[config.mk]
export PLATFORM = sky130hd
export DESIGN_NAME = ulpd_divisor
export DESIGN_NICKNAME = d
export VERILOG_FILES = /design/src/ulpd_pkg.sv /design/src/ulpd_baud_gen.sv /design/src/ulpd_divisor.sv
export SDC_FILE = /design/constraint.sdc
export NUM_CORES = 1
export LEC_CHECK = 0
export BUFFER_PORTS_ARGS = -buffer_cell sky130_fd_sc_hd__buf_2
export CELL_PAD_IN_SITES_DETAIL_PLACEMENT = 1
export CELL_PAD_IN_SITES_GLOBAL_PLACEMENT = 2
export CORE_MARGIN = 3
export CORE_UTILIZATION = 28
export DETAILED_ROUTE_END_ITERATION = 6
export HOLD_SLACK_MARGIN = 0.12
export PLACE_DENSITY_LB_ADDON = 0.1
export SYNTH_ARGS = -nofsm -noshare
export SYNTH_HDL_FRONTEND = slang
export SYNTH_SLANG_ARGS = --single-unit
export TNS_END_PERCENT = 1
[constraint.sdc]
create_clock -name i_clk -period 2.98 [get_ports i_clk]
set_input_delay 0 -clock i_clk [delete_from_list [all_inputs] [get_ports i_clk]]
set_output_delay 0 -clock i_clk [all_outputs]
set_load 0.01 [all_outputs]
[src/ulpd_pkg.sv]
package ulpd_pkg;

   // Register byte addresses; both are word aligned.
   localparam logic [31:0] ULPD_LOW_BYTE_ADDR = 32'h5000_1020;
   localparam logic [31:0] ULPD_HIGH_BYTE_ADDR = 32'h5000_1024;

   // Field layout of each latch register.
   localparam int ULPD_FIELD_LSB = 0;
   localparam int ULPD_FIELD_W = 8;
   localparam int ULPD_REG_W = 16;
   localparam int ULPD_DIV_W = 16;

   // Reset values.
   localparam logic [7:0] ULPD_LATCH_RST = 8'h00;

   // Each low-power baud period spans sixteen divisor periods.
   localparam int ULPD_OVERSAMPLE = 16;
   localparam logic [3:0] ULPD_OVS_LAST = 4'hF;

   // Serial clock figures.
   localparam int ULPD_CLK_HZ = 25000000;
   localparam int ULPD_TARGET_BAUD = 115200;

   // Settling time after a latch write, in serial clock cycles.
   localparam int ULPD_SETTLE_CYCLES = 8;
   localparam logic [3:0] ULPD_SETTLE_LOAD = 4'h8;

   typedef struct packed {
      logic [31:0] addr;
      logic [7:0] wdata;
      logic wr;
      logic rd;
   } ulpd_bus_req_t;

   typedef struct packed {
      logic baud_en;
      logic baud_tick;
      logic sample_tick;
   } ulpd_baud_t;

endpackage
[src/ulpd_baud_gen.sv]
`timescale 1ns/1ps

module ulpd_baud_gen
   import ulpd_pkg::*;
#(
   parameter int DIV_W = ULPD_DIV_W
) (
   // Clock and reset.
   input wire logic i_clk,
   input wire logic i_srst,
   // Divisor.
   input wire logic [DIV_W-1:0] i_divisor,
   input wire logic i_restart,
   // Baud output.
   output ulpd_baud_t o_baud
);

   logic [DIV_W-1:0] div_cnt_r;
   logic [DIV_W-1:0] div_cnt_nxt;
   logic [3:0] ovs_cnt_r;
   logic [3:0] ovs_cnt_nxt;
   ulpd_baud_t baud_r;
   ulpd_baud_t baud_nxt;
   logic enabled;

   assign enabled = (i_divisor != '0);

   always_comb begin
      div_cnt_nxt = div_cnt_r;
      ovs_cnt_nxt = ovs_cnt_r;
      baud_nxt = '0;
      baud_nxt.baud_en = enabled;
      if (!enabled || i_restart) begin
         div_cnt_nxt = '0;
         ovs_cnt_nxt = '0;
      end else if (div_cnt_r >= i_divisor - DIV_W'(1)) begin
         // One sample tick every divisor cycles, one baud tick every sixteen.
         div_cnt_nxt = '0;
         baud_nxt.sample_tick = 1'b1;
         ovs_cnt_nxt = ovs_cnt_r + 4'h1;
         if (ovs_cnt_r == ULPD_OVS_LAST) begin
            ovs_cnt_nxt = '0;
            baud_nxt.baud_tick = 1'b1;
         end
      end else begin
         div_cnt_nxt = div_cnt_r + DIV_W'(1);
      end
   end

   always_ff @(posedge i_clk) begin
      if (i_srst) begin
         div_cnt_r <= '0;
         ovs_cnt_r <= '0;
         baud_r <= '0;
      end else begin
         div_cnt_r <= div_cnt_nxt;
         ovs_cnt_r <= ovs_cnt_nxt;
         baud_r <= baud_nxt;
      end
   end

   assign o_baud = baud_r;

endmodule // ulpd_baud_gen

[src/ulpd_divisor.sv]
`timescale 1ns/1ps

module ulpd_divisor
   import ulpd_pkg::*;
#(
   parameter int DIV_W = ULPD_DIV_W
) (
   // Clock and reset.
   input wire logic i_clk,
   input wire logic i_srst,
   // Register port.
   input wire logic [31:0] i_addr,
   input wire logic [15:0] i_wdata,
   input wire logic i_wr,
   input wire logic i_rd,
   output logic [15:0] o_rdata,
   // Line control register bit 7.
   input wire logic i_divisor_latch_access_bit,
   // Low-power baud outputs to the infrared receiver.
   output logic o_lp_baud_en,
   output logic o_lp_baud_tick,
   output logic o_lp_sample_tick,
   output logic o_pulse_detect_en,
   output logic o_settling
);

   ////////////////////////////////////////////////////////////////////////////
   // Divisor latches.

   logic [7:0] lp_divisor_low_latch_r;
   logic [7:0] lp_divisor_low_latch_nxt;
   logic [7:0] lp_divisor_high_latch_r;
   logic [7:0] lp_divisor_high_latch_nxt;
   logic [15:0] rdata_r;
   logic [15:0] rdata_nxt;
   logic hit_low;
   logic hit_high;

   // Outside the access window the latches are invisible: writes are dropped
   // and reads return zero, so normal data registers can share the offsets.
   assign hit_low = (i_addr == ULPD_LOW_BYTE_ADDR) && i_divisor_latch_access_bit;
   assign hit_high = (i_addr == ULPD_HIGH_BYTE_ADDR) && i_divisor_latch_access_bit;

   always_comb begin
      lp_divisor_low_latch_nxt = lp_divisor_low_latch_r;
      lp_divisor_high_latch_nxt = lp_divisor_high_latch_r;
      rdata_nxt = '0;
      if (i_wr && hit_low) begin
         lp_divisor_low_latch_nxt = i_wdata[ULPD_FIELD_LSB +: ULPD_FIELD_W];
      end
      if (i_wr && hit_high) begin
         lp_divisor_high_latch_nxt = i_wdata[ULPD_FIELD_LSB +: ULPD_FIELD_W];
      end
      if (i_rd && hit_low) begin
         rdata_nxt = {8'h00, lp_divisor_low_latch_r};
      end else if (i_rd && hit_high) begin
         rdata_nxt = {8'h00, lp_divisor_high_latch_r};
      end
   end

   always_ff @(posedge i_clk) begin
      if (i_srst) begin
         lp_divisor_low_latch_r <= ULPD_LATCH_RST;
         lp_divisor_high_latch_r <= ULPD_LATCH_RST;
         rdata_r <= '0;
      end else begin
         lp_divisor_low_latch_r <= lp_divisor_low_latch_nxt;
         lp_divisor_high_latch_r <= lp_divisor_high_latch_nxt;
         rdata_r <= rdata_nxt;
      end
   end

   assign o_rdata = rdata_r;

   ////////////////////////////////////////////////////////////////////////////
   // Settling window after a divisor write.

   logic [3:0] settle_cnt_r;
   logic [3:0] settle_cnt_nxt;
   logic div_write;

   assign div_write = i_wr && (hit_low || hit_high);

   // Software is meant to honour the wait; the flag only lets it poll.
   always_comb begin
      settle_cnt_nxt = settle_cnt_r;
      if (div_write) begin
         settle_cnt_nxt = ULPD_SETTLE_LOAD;
      end else if (settle_cnt_r != 4'h0) begin
         settle_cnt_nxt = settle_cnt_r - 4'h1;
      end
   end

   always_ff @(posedge i_clk) begin
      if (i_srst) begin
         settle_cnt_r <= '0;
      end else begin
         settle_cnt_r <= settle_cnt_nxt;
      end
   end

   assign o_settling = (settle_cnt_r != 4'h0);

   ////////////////////////////////////////////////////////////////////////////
   // Baud generator.

   ulpd_baud_t baud;

   ulpd_baud_gen #(
      .DIV_W(DIV_W)
   ) u_baud (
      .i_clk(i_clk),
      .i_srst(i_srst),
      .i_divisor({lp_divisor_high_latch_r, lp_divisor_low_latch_r}),
      .i_restart(div_write),
      .o_baud(baud)
   );

   assign o_lp_baud_en = baud.baud_en;
   assign o_lp_baud_tick = baud.baud_tick;
   assign o_lp_sample_tick = baud.sample_tick;
   assign o_pulse_detect_en = baud.baud_en;

endmodule // ulpd_divisor

==> results of run 1 <==
[metal layers]
metal,wire length [um],GRT usage,up-vias
met5,0,0,-
met4,47,0.02775,0
met3,186,0.02327,4
met2,3707,0.2295,26
met1,3709,0.1897,1143
li1,-,-,1211
[power breakdown]
group / internal, mW / switching, mW / leakage [nW]
clock network: 0.247 / 0.235 / 0.0513
logic: 0.0924 / 0.0998 / 1.07
registers: 0.706 / 0.0203 / 0.411
[flip-flops by register name, summed over array words and instances, names as in the netlist]
name / flops
lp_divisor_low_latch_r: 8
u_baud.ovs_cnt_r: 4
settle_cnt_r: 4
lp_divisor_high_latch_r: 8
o_rdata: 8
u_baud.div_cnt_r: 16
u_baud.o_baud: 3
[how the worst max path moves through the flow]
stage,end,slack [ns],depth (start not counted)
floorplan,u_baud.div_cnt_r[10]$_SDFF_PP0_,0.12,13
global placement,u_baud.div_cnt_r[4]$_SDFF_PP0_,0.05,11
detailed placement,u_baud.div_cnt_r[2]$_SDFF_PP0_,-0.04,11
CTS,u_baud.ovs_cnt_r[2]$_SDFFE_PP0P_,0.005,12
global route,u_baud.ovs_cnt_r[2]$_SDFFE_PP0P_,-0.17,12
finish,u_baud.ovs_cnt_r[2]$_SDFFE_PP0P_,0.04,12
[layout make-up]
type	instances	area share
repair buffers	83	0.1433
clock inverters	1	0.008596
multi-input cells	236	0.4771
flip-flops and latches	51	0.2923
inverters	11	0.01182
well taps	129	0.04620
clock buffers	6	0.02077
[cells by family (layout without fill, tap and decap cells)]
family / count (synthesis) / in the layout
AO/OA/AOI/OAI: 34 / 34
XOR/XNOR: 29 / 29
adder cells (fa/ha/maj): 22 / 22
buffers and inverters: 31 / 101
flip-flops: 51 / 51
multiplexers: 16 / 16
other: 1 / 8
AND/OR/NAND/NOR: 127 / 127
[placed cells by master, fill, tap and decap left out, types with 2 or more instances in the layout]
cell type,n
nand2_2,2
a22oi_1,8
xor2_1,9
conb_1,8
dfxtp_1,51
a21oi_2,2
a211o_1,3
nor4_1,7
ha_1,22
a21oi_1,7
and3_1,5
or3_1,2
nand3_1,7
o21ai_0,3
buf_4,18
a31oi_1,2
xnor2_1,19
nand2b_1,2
mux2i_1,16
dlygate4sd3_1,8
nand2_1,15
clkbuf_8,5
nor4b_1,5
buf_2,57
nand4_1,5
nor3_1,6
nor2_1,56
inv_1,10
and2_1,2
[metrics by stage]
stage	hold slack [ns]	cells	setup slack (ns)	TNS, ns	total power, mW
after detailed placement	0.2648	501	-0.04356	-0.4603	0.9317
after global placement	0.2592	501	0.04574	0	0.9254
after floorplan	0.1472	318	0.1184	0	0.8687
after global routing	0.1677	517	-0.1713	-2.195	1.485
final	0.1556	517	0.03800	0	1.401
after CTS	0.1548	516	0.004538	0	1.429
[repair_timing]
action	4_1_cts	5_1_grt
buffers inserted	0	1
pin swaps	1	2
endpoints found under the hold margin	16	0
hold buffers	8	0
setup endpoints to repair	16	22
resized for setup	1	15
==> results.md, run 1 <==
* Status: finished clean
* CP top delay family: simple AND/OR/NAND/NOR gates
* Register area at 1021 um2
* Warnings from Yosys at 0
* Mapped Cells at 311
* Final cell utilization of the core at 0.3693
* Post-Place Cell Area at 3241 um2
* Ratio of cells with drive above 1 in the final layout at 0.2526
* CTS tree: yes
* GRT Resource Usage Total at 0.1384
* Area share of fa/ha/maj cells after synthesis at 0.09905
* Die Y at 105.6 um
* Req. time, crit path at 3.22 ns
* Drt pass-1 iters at 4
* Cell Rows at 35
* Unrepaired setup endpoints after global routing: yes
* Fill count at 1,155
* Hpwl dp at 6.021 mm
* GRT overflow at 0
* Top cells by area, synth: dfxtp_1, ha_1, nor2_1
* Worst-Margin Slew at 0.7584 ns
* Root buf cell: clkbuf_8
* Dominant cell type by area after synthesis: dfxtp_1
* CP Capture Type: register
* Slowest cell on the critical path: or4_4
* FF-to-FF Start: lp_divisor_low_latch_r[6]$_SDFFE_PP0P_
* First-pass GRT wire length at 12.51 mm
* Worst Path Arrival at 3.18 ns
* Slew HR at 0.4906
* Vias in the first global route at 2,412
* Clock Pin Slew Worst Setup and Hold Paths at 0.10 ns
* Clock buffer depth at 2
* Via Count at 2,384
* Pwr Density at 401.0 nW/um2
* H-tree levels at 2
* Crit path largest cell delay at 0.55 ns
* Max Cap Violations at 0
* Largest family of logic cells by synthesized area: simple AND/OR/NAND/NOR gates
* Simple-gate share of the synthesized area at 0.2341
* Number of synthesized register bits at 51
* Post-synthesis xor/xnor area fraction at 0.09140
* Largest net degree at the start of global routing at 30
* Predominant post-synthesis flop cell: dfxtp_1
* Final min period at 2.942 ns
* Synth-to-layout area growth at 25.71%
* I/O Buffers at 57
* Tightest Hold Check Type: in2reg
* DR DRC count at 0
* Flop2flop setup slack at 0.04 ns
* Hold Vio Cnt, Final at 0
* Register area share after synthesis at 0.3674
* Die area at 11,160 um2
* Share of synthesized registers carrying an async set or reset at 0
* Worst skew pair latency at 0.30 ns
* Final wirelength at 7.651 mm
* Skew final at 0.007141 ns
* FMAX at 339.9 MHz
* Via density at 4.611
* Startpoint Class: register
* Multi-input logic area at 1667 um2
* CP cell instances: or4_4 -> nor3_4 -> nand2_2 -> nor4_2 -> xnor2_1 -> ha_1 -> a21oi_1 -> o21ai_2 -> a211oi_4 -> buf_4 -> o21ai_0 -> a21oi_1
* Clock sinks at 51
* Worst path most repeated cell: a21oi_1
* Synth unique cells at 46
* Crit-path max FO at 5
* Syn Area/Cell at 8.935 um2
* Synthesized area at 2779 um2
* WS Path Type: reg2reg
* Fin crit share at 0.9872
* Worst Setup SP: lp_divisor_low_latch_r[6]$_SDFFE_PP0P_
* Leak Pwr at 1.528 nW
* Num CTS Buffers at 5
* Post-synth EDFFs at 0
* Initial Util at 0.2938
* IR drop worst, VDD at 169.7 uV
* Share of the synthesized area in the top cell type at 0.3674
* Hold path startpoint: i_srst
* Compound-Gate Fraction of Synth Area at 0.08420
* Drt wl/cell at 14.80 um
* Core ar. at 9459 um2
* Design Area, Final at 3493 um2
* RD Place Congestion at 0.7523
* Mux share of post-synthesis cell area at 0.05763
* Die Width at 105.6 um
* Final setup viols at 0
* Nets@finish at 463
* Final Max Tran Viols at 0
* Initial antenna violation count at 0
* # IOs at 74
* Most frequent cells after synthesis: nor2_1, dfxtp_1, ha_1
* Initial DRC Count at 49
* CP bufs+invs at 1
* WHS Endpoint: o_rdata[7]$_SDFF_PP0_
* Ant diodes at 0
* WHS Path Cells at 2
* Worst r2r dst: u_baud.ovs_cnt_r[2]$_SDFFE_PP0P_
* Antenna violation net count after detailed routing at 0
* Worst R2R Path Depth at 12
* Count leader, synth: nor2_1
Power figures use the tool's default switching activity.
==> inputs of run 2 (changes only) <==
Settings changed: CAP_MARGIN set to 25, GPL_TIMING_DRIVEN set to 0.
==> results.md, run 2 (same netlist as run 1, synthesis figures left out) <==
* GRT overflow at 0
* Hpwl dp at 5.833 mm
* Root buf cell: clkbuf_8
* Final Max Tran Viols at 0
* Final min period at 3.079 ns
* Status: finished, violations left
* Ant diodes at 0
* Commonest non-fill, non-tap cell in the layout: buf_2
* DR DRC count at 0
* Clock sinks at 51
* FMAX at 324.8 MHz
* Req. time, crit path at 3.22 ns
* Top reg by flops: u_baud.div_cnt_r
* Drt pass-1 iters at 4
* Core ar. at 9459 um2
* Combinational power share at 0.143
* Unrepaired setup endpoints after global routing: yes
* IR drop worst, VDD at 198.5 uV
* Largest net degree at the start of global routing at 18
* WS Path Type: reg2reg
* Synth-to-layout area growth at 34.58%
* Leak Pwr at 1.610 nW
* DP Cell Count at 504
* Fin crit share at 1.033
* Tightest Hold Check Type: in2reg
* RD Place Congestion at 0.7143
* Worst Path Arrival at 3.32 ns
* Crit-path max FO at 5
* Drt wl/cell at 14.30 um
* Final wirelength at 7.606 mm
* Initial DRC Count at 55
* CP cell instances: or4_4 -> nor3_4 -> buf_4 -> nor2b_4 -> nand2_2 -> xor2_1 -> ha_1 -> nand4_1 -> nor2_2 -> a211oi_4 -> buf_6 -> or3_1 -> a21oi_1
* Final non-filler cell total at 532
* Max reg flops at 16
* Worst-Margin Slew at 0.7410 ns
* Ratio of cells with drive above 1 in the final layout at 0.3151
* Max Cap Violations at 0
* Initial antenna violation count at 0
* I/O Buffers at 57
* Cell-internal power at 1.059 mW
* Antenna violation net count after detailed routing at 0
* H-tree levels at 2
* Die Y at 105.6 um
* Nets@finish at 477
* # IOs at 74
* Startpoint Class: register
* Clock buffer depth at 2
* Die area at 11,160 um2
* Crit path largest cell delay at 0.55 ns
* First-pass GRT wire length at 12.47 mm
* Design Area, Final at 3740 um2
* Num CTS Buffers at 5
* Final setup viols at 18
* Slowest cell on the critical path: or4_4
* CTS tree: yes
* Die Width at 105.6 um
* Clock Pin Slew Worst Setup and Hold Paths at 0.10 ns
* CP Capture Type: register
* Most frequent cells in the layout: buf_2, nor2_1, dfxtp_1
* Initial Util at 0.2938
* P_sw at 373.8 uW
* GRT Resource Usage Total at 0.1386
* Worst setup margin at -0.09902 ns
* Pwr Density at 383.0 nW/um2
* Via Count at 2,430
* Hold Vio Cnt, Final at 0
* Switching Fraction at 0.2609
* Seq pwr share at 0.505
* Slew HR at 0.5023
* Failing checks: negative setup slack
* Via density at 4.568
* Final Power at 1.432 mW
* Clock share of power at 0.351
* Skew final at 0.01117 ns
* Post-Place Cell Area at 3252 um2
* Vias in the first global route at 2,504
* Worst skew pair latency at 0.31 ns
* Cell Rows at 35
run 2: final timing paths:
kind,start,endpoint,slack [ns],cells after the start
setup / recovery,lp_divisor_low_latch_r[4]$_SDFFE_PP0P_,u_baud.ovs_cnt_r[2]$_SDFFE_PP0P_,-0.1,13
hold / removal,i_addr[2],lp_divisor_low_latch_r[3]$_SDFFE_PP0P_,0.14,4
setup reg to reg,lp_divisor_low_latch_r[4]$_SDFFE_PP0P_,u_baud.ovs_cnt_r[2]$_SDFFE_PP0P_,-0.1,13
hold reg to reg,u_baud.div_cnt_r[0]$_SDFF_PP0_,u_baud.div_cnt_r[0]$_SDFF_PP0_,0.47,1
run 2: layout make-up:
class / count / area (um2)
fill: 1139 / 5719
multi-input combinational: 236 / 1750
sequential: 51 / 1031
timing repair buffer: 78 / 505.5
tap: 129 / 161.4
buffer: 19 / 135.1
clock buffer: 5 / 68.82
clock inverter: 3 / 46.29
inverter: 11 / 41.29
run 2: layer usage:
| metal | wire (um) | up-vias | track usage | share of wire |
|---|---|---|---|---|
| li1 | - | 1240 | - | - |
| met1 | 3667 | 1162 | 0.1873 | 0.48 |
| met2 | 3721 | 23 | 0.2327 | 0.49 |
| met3 | 167 | 5 | 0.02205 | 0.022 |
| met4 | 51 | 0 | 0.03053 | 0.0067 |
| met5 | 0 | - | 0 | 0 |
run 2: power groups by stage:
| stage | Sequential, mW | Clock, mW | Combinational [mW] |
|---|---|---|---|
| global route | 0.727 | 0.558 | 0.241 |
| finish | 0.724 | 0.503 | 0.205 |
| floorplan | 0.737 | 0 | 0.132 |
| global placement | 0.742 | 0 | 0.192 |
| CTS | 0.724 | 0.525 | 0.210 |
| detailed placement | 0.741 | 0 | 0.199 |
run 2: worst max-delay path: cells and delay by family (launching register included):
kind / cells / cell delay, ns
XOR/XNOR: 1 / 0.16
adder cells (fa/ha/maj): 1 / 0.30
flip-flops: 1 / 0.36
AND/OR/NAND/NOR: 7 / 1.64
buffers and inverters: 2 / 0.30
AO/OA/AOI/OAI: 2 / 0.23
run 2: timing repair:
item / CTS / global route
endpoints found under the setup margin: 22 / 22
hold buffers: 9 / 0
pin swaps: 28 / 5
hold endpoints to repair: 17 / 0
resized for setup: 30 / 15
cloned: 1 / 0
setup buffers: 11 / 1
run 2: metrics by stage:
step | util | TNS [ns] | hold slack, ns | setup WS, ns
after floorplan | - | 0 | 0.1472 | 0.1184
after global placement | 0.3438 | -8.166 | 0.2553 | -0.4719
after detailed placement | 0.3438 | -8.021 | 0.2740 | -0.4805
after CTS | 0.3881 | -1.953 | 0.1324 | -0.1218
after global routing | 0.3954 | -4.315 | 0.1472 | -0.2799
final | 0.3954 | -0.5096 | 0.1411 | -0.09902
==> inputs of run 3 (changes only) <==
Settings changed: BUFFER_PORTS_ARGS -buffer_cell sky130_fd_sc_hd__buf_2 to unset, CORE_UTILIZATION 28 to 33, DONT_BUFFER_PORTS set to 1, PLACE_DENSITY set to 0.83, PLACE_DENSITY_LB_ADDON 0.1 to unset.
==> results.md, run 3 (same netlist as run 1, synthesis figures left out) <==
* Status: finished, violations left
* Failing checks: negative setup slack
* Hold Vio Cnt, Final at 0
* Clock sinks at 51
* Crit path largest cell delay at 0.55 ns
* Tightest Hold Check Type: in2reg
* GRT overflow at 0
* Final non-filler cell total at 455
* Clock buffer depth at 2
* CTS tree: yes
* Cell Rows at 32
* Setup WS pre-CTS at -0.3485 ns
* Slowest cell on the critical path: or4_4
* Hold slack at 0.1981 ns
* Crit-path max FO at 5
* Antenna violation net count after detailed routing at 0
* Fill count at 912
* Largest net degree at the start of global routing at 16
* Pwr Density at 417.7 nW/um2
* IR drop worst, VDD at 187.6 uV
* Num CTS Buffers at 5
* FMAX at 332.9 MHz
* First-pass GRT wire length at 11.18 mm
* Wire length on met3 at 383 um
* Fin crit share at 1.008
* Die area at 9558 um2
* Via density at 5.158
* Wl on met1 at 2.927 mm
* Ant diodes at 0
* H-tree levels at 2
* Final cell utilization of the core at 0.4229
* Hpwl dp at 5.103 mm
* Worst setup margin at -0.02370 ns
* Root buf cell: clkbuf_8
* Multi-input logic area at 1670 um2
* I/O Buffers at 0
* Top reg by flops: u_baud.div_cnt_r
* Switching Fraction at 0.2516
* Req. time, crit path at 3.23 ns
* WS Path Type: reg2reg
* Seq pwr share at 0.515
* DR DRC count at 0
* Met2 Wirelength at 3.332 mm
* Setup TNS Final at -0.02370 ns
* Initial antenna violation count at 0
* # IOs at 74
* Ratio of cells with drive above 1 in the final layout at 0.1586
* CP top delay family: simple AND/OR/NAND/NOR gates
* GRT Resource Usage Total at 0.1430
* Final setup viols at 1
* Startpoint Class: register
* Max layer used: met4
* Combinational power share at 0.120
* Final Max Tran Viols at 0
* Max reg flops at 16
* Final wirelength at 6.743 mm
* Drt wl/cell at 14.82 um
* Clock Pin Slew Worst Setup and Hold Paths at 0.10 ns
* RD Place Congestion at 0.7394
* Most frequent cells in the layout: nor2_1, dfxtp_1, ha_1
* Initial Util at 0.3488
* DP Cell Count at 420
* Unrepaired setup endpoints after global routing: yes
* Die Width at 97.77 um
* Worst Path Arrival at 3.25 ns
* CP bufs+invs at 2
* Nets@finish at 427
* CP Capture Type: register
* Commonest non-fill, non-tap cell in the layout: nor2_1
* Vias in the first global route at 2,436
* Die Y at 97.77 um
* Final min period at 3.004 ns
* Cell-internal power at 1.053 mW
* Initial DRC Count at 108
* Clock share of power at 0.365
* Skew final at 0.006406 ns
* Max Cap Violations at 0
* Leak Pwr at 1.367 nW
* Register area at 1030 um2
* CP cell instances: or4_4 -> nor3_4 -> buf_4 -> nor2b_4 -> nand2_2 -> xor2_1 -> ha_1 -> nand4_1 -> a21oi_2 -> a211oi_4 -> buf_6 -> or3_1 -> a21oi_1
* Worst-Margin Slew at 0.8165 ns
* Drt pass-1 iters at 4
* Via Count at 2,347
* Slew HR at 0.4516
* P_sw at 354.1 uW
* Synth-to-layout area growth at 21.25%
* Core ar. at 7968 um2
* Worst skew pair latency at 0.31 ns
[run 3: area by class of cell]
cell class | instances | area share
well taps | 102 | 0.03788
flip-flops and latches | 51 | 0.3056
clock buffers | 6 | 0.02451
inverters | 11 | 0.01225
clock inverters | 2 | 0.01040
plain buffers | 20 | 0.04122
repair buffers | 27 | 0.07241
multi-input cells | 236 | 0.4957
[run 3: path summary, 6_finish.rpt]
kind                                           from                                       to  slack (ns)  cells past startpoint
max          lp_divisor_low_latch_r[6]$_SDFFE_PP0P_         u_baud.ovs_cnt_r[2]$_SDFFE_PP0P_       -0.02                     13
min                                       i_addr[2]  lp_divisor_high_latch_r[1]$_SDFFE_PP0P_        0.20                      4
max reg2reg  lp_divisor_low_latch_r[6]$_SDFFE_PP0P_         u_baud.ovs_cnt_r[2]$_SDFFE_PP0P_       -0.02                     13
min reg2reg          u_baud.div_cnt_r[0]$_SDFF_PP0_           u_baud.div_cnt_r[0]$_SDFF_PP0_        0.48                      1
[run 3: repair_timing]
action | CTS | global route
gates resized for setup | 13 | 10
endpoints found under the hold margin | 20 | 0
setup buffers | 10 | 3
setup endpoints to repair | 22 | 21
gates cloned | 0 | 0
hold buffers | 15 | 0
pin swaps | 8 | 7
[run 3: per-stage QoR]
stage / cell area (um2) / power [mW]
6_report: 3369 / 1.407
2_1_floorplan: 2805 / 0.8687
4_1_cts: 3308 / 1.423
3_3_place_gp: 2933 / 0.8889
3_5_place_dp: 2933 / 0.8970
5_1_grt: 3369 / 1.478
[run 3: layer usage]
layer | vias up | global-route usage
met3 | 9 | 0.02714
met5 | - | 0
met4 | 0 | 0.03834
met1 | 1117 | 0.1744
li1 | 1145 | -
met2 | 76 | 0.2572
[run 3: power by group through the flow]
stage	Clock, mW	Sequential [mW]	Combinational (mW)
floorplan	0	0.737	0.132
global placement	0	0.741	0.148
detailed placement	0	0.743	0.154
CTS	0.528	0.726	0.169
global route	0.558	0.729	0.191
finish	0.514	0.725	0.169
[run 3: worst min-delay path, stage by stage]
cell and delay [ns]:
and2_1 0.10, buf_4 0.20, mux2i_1 0.10, nor2_1 0.07
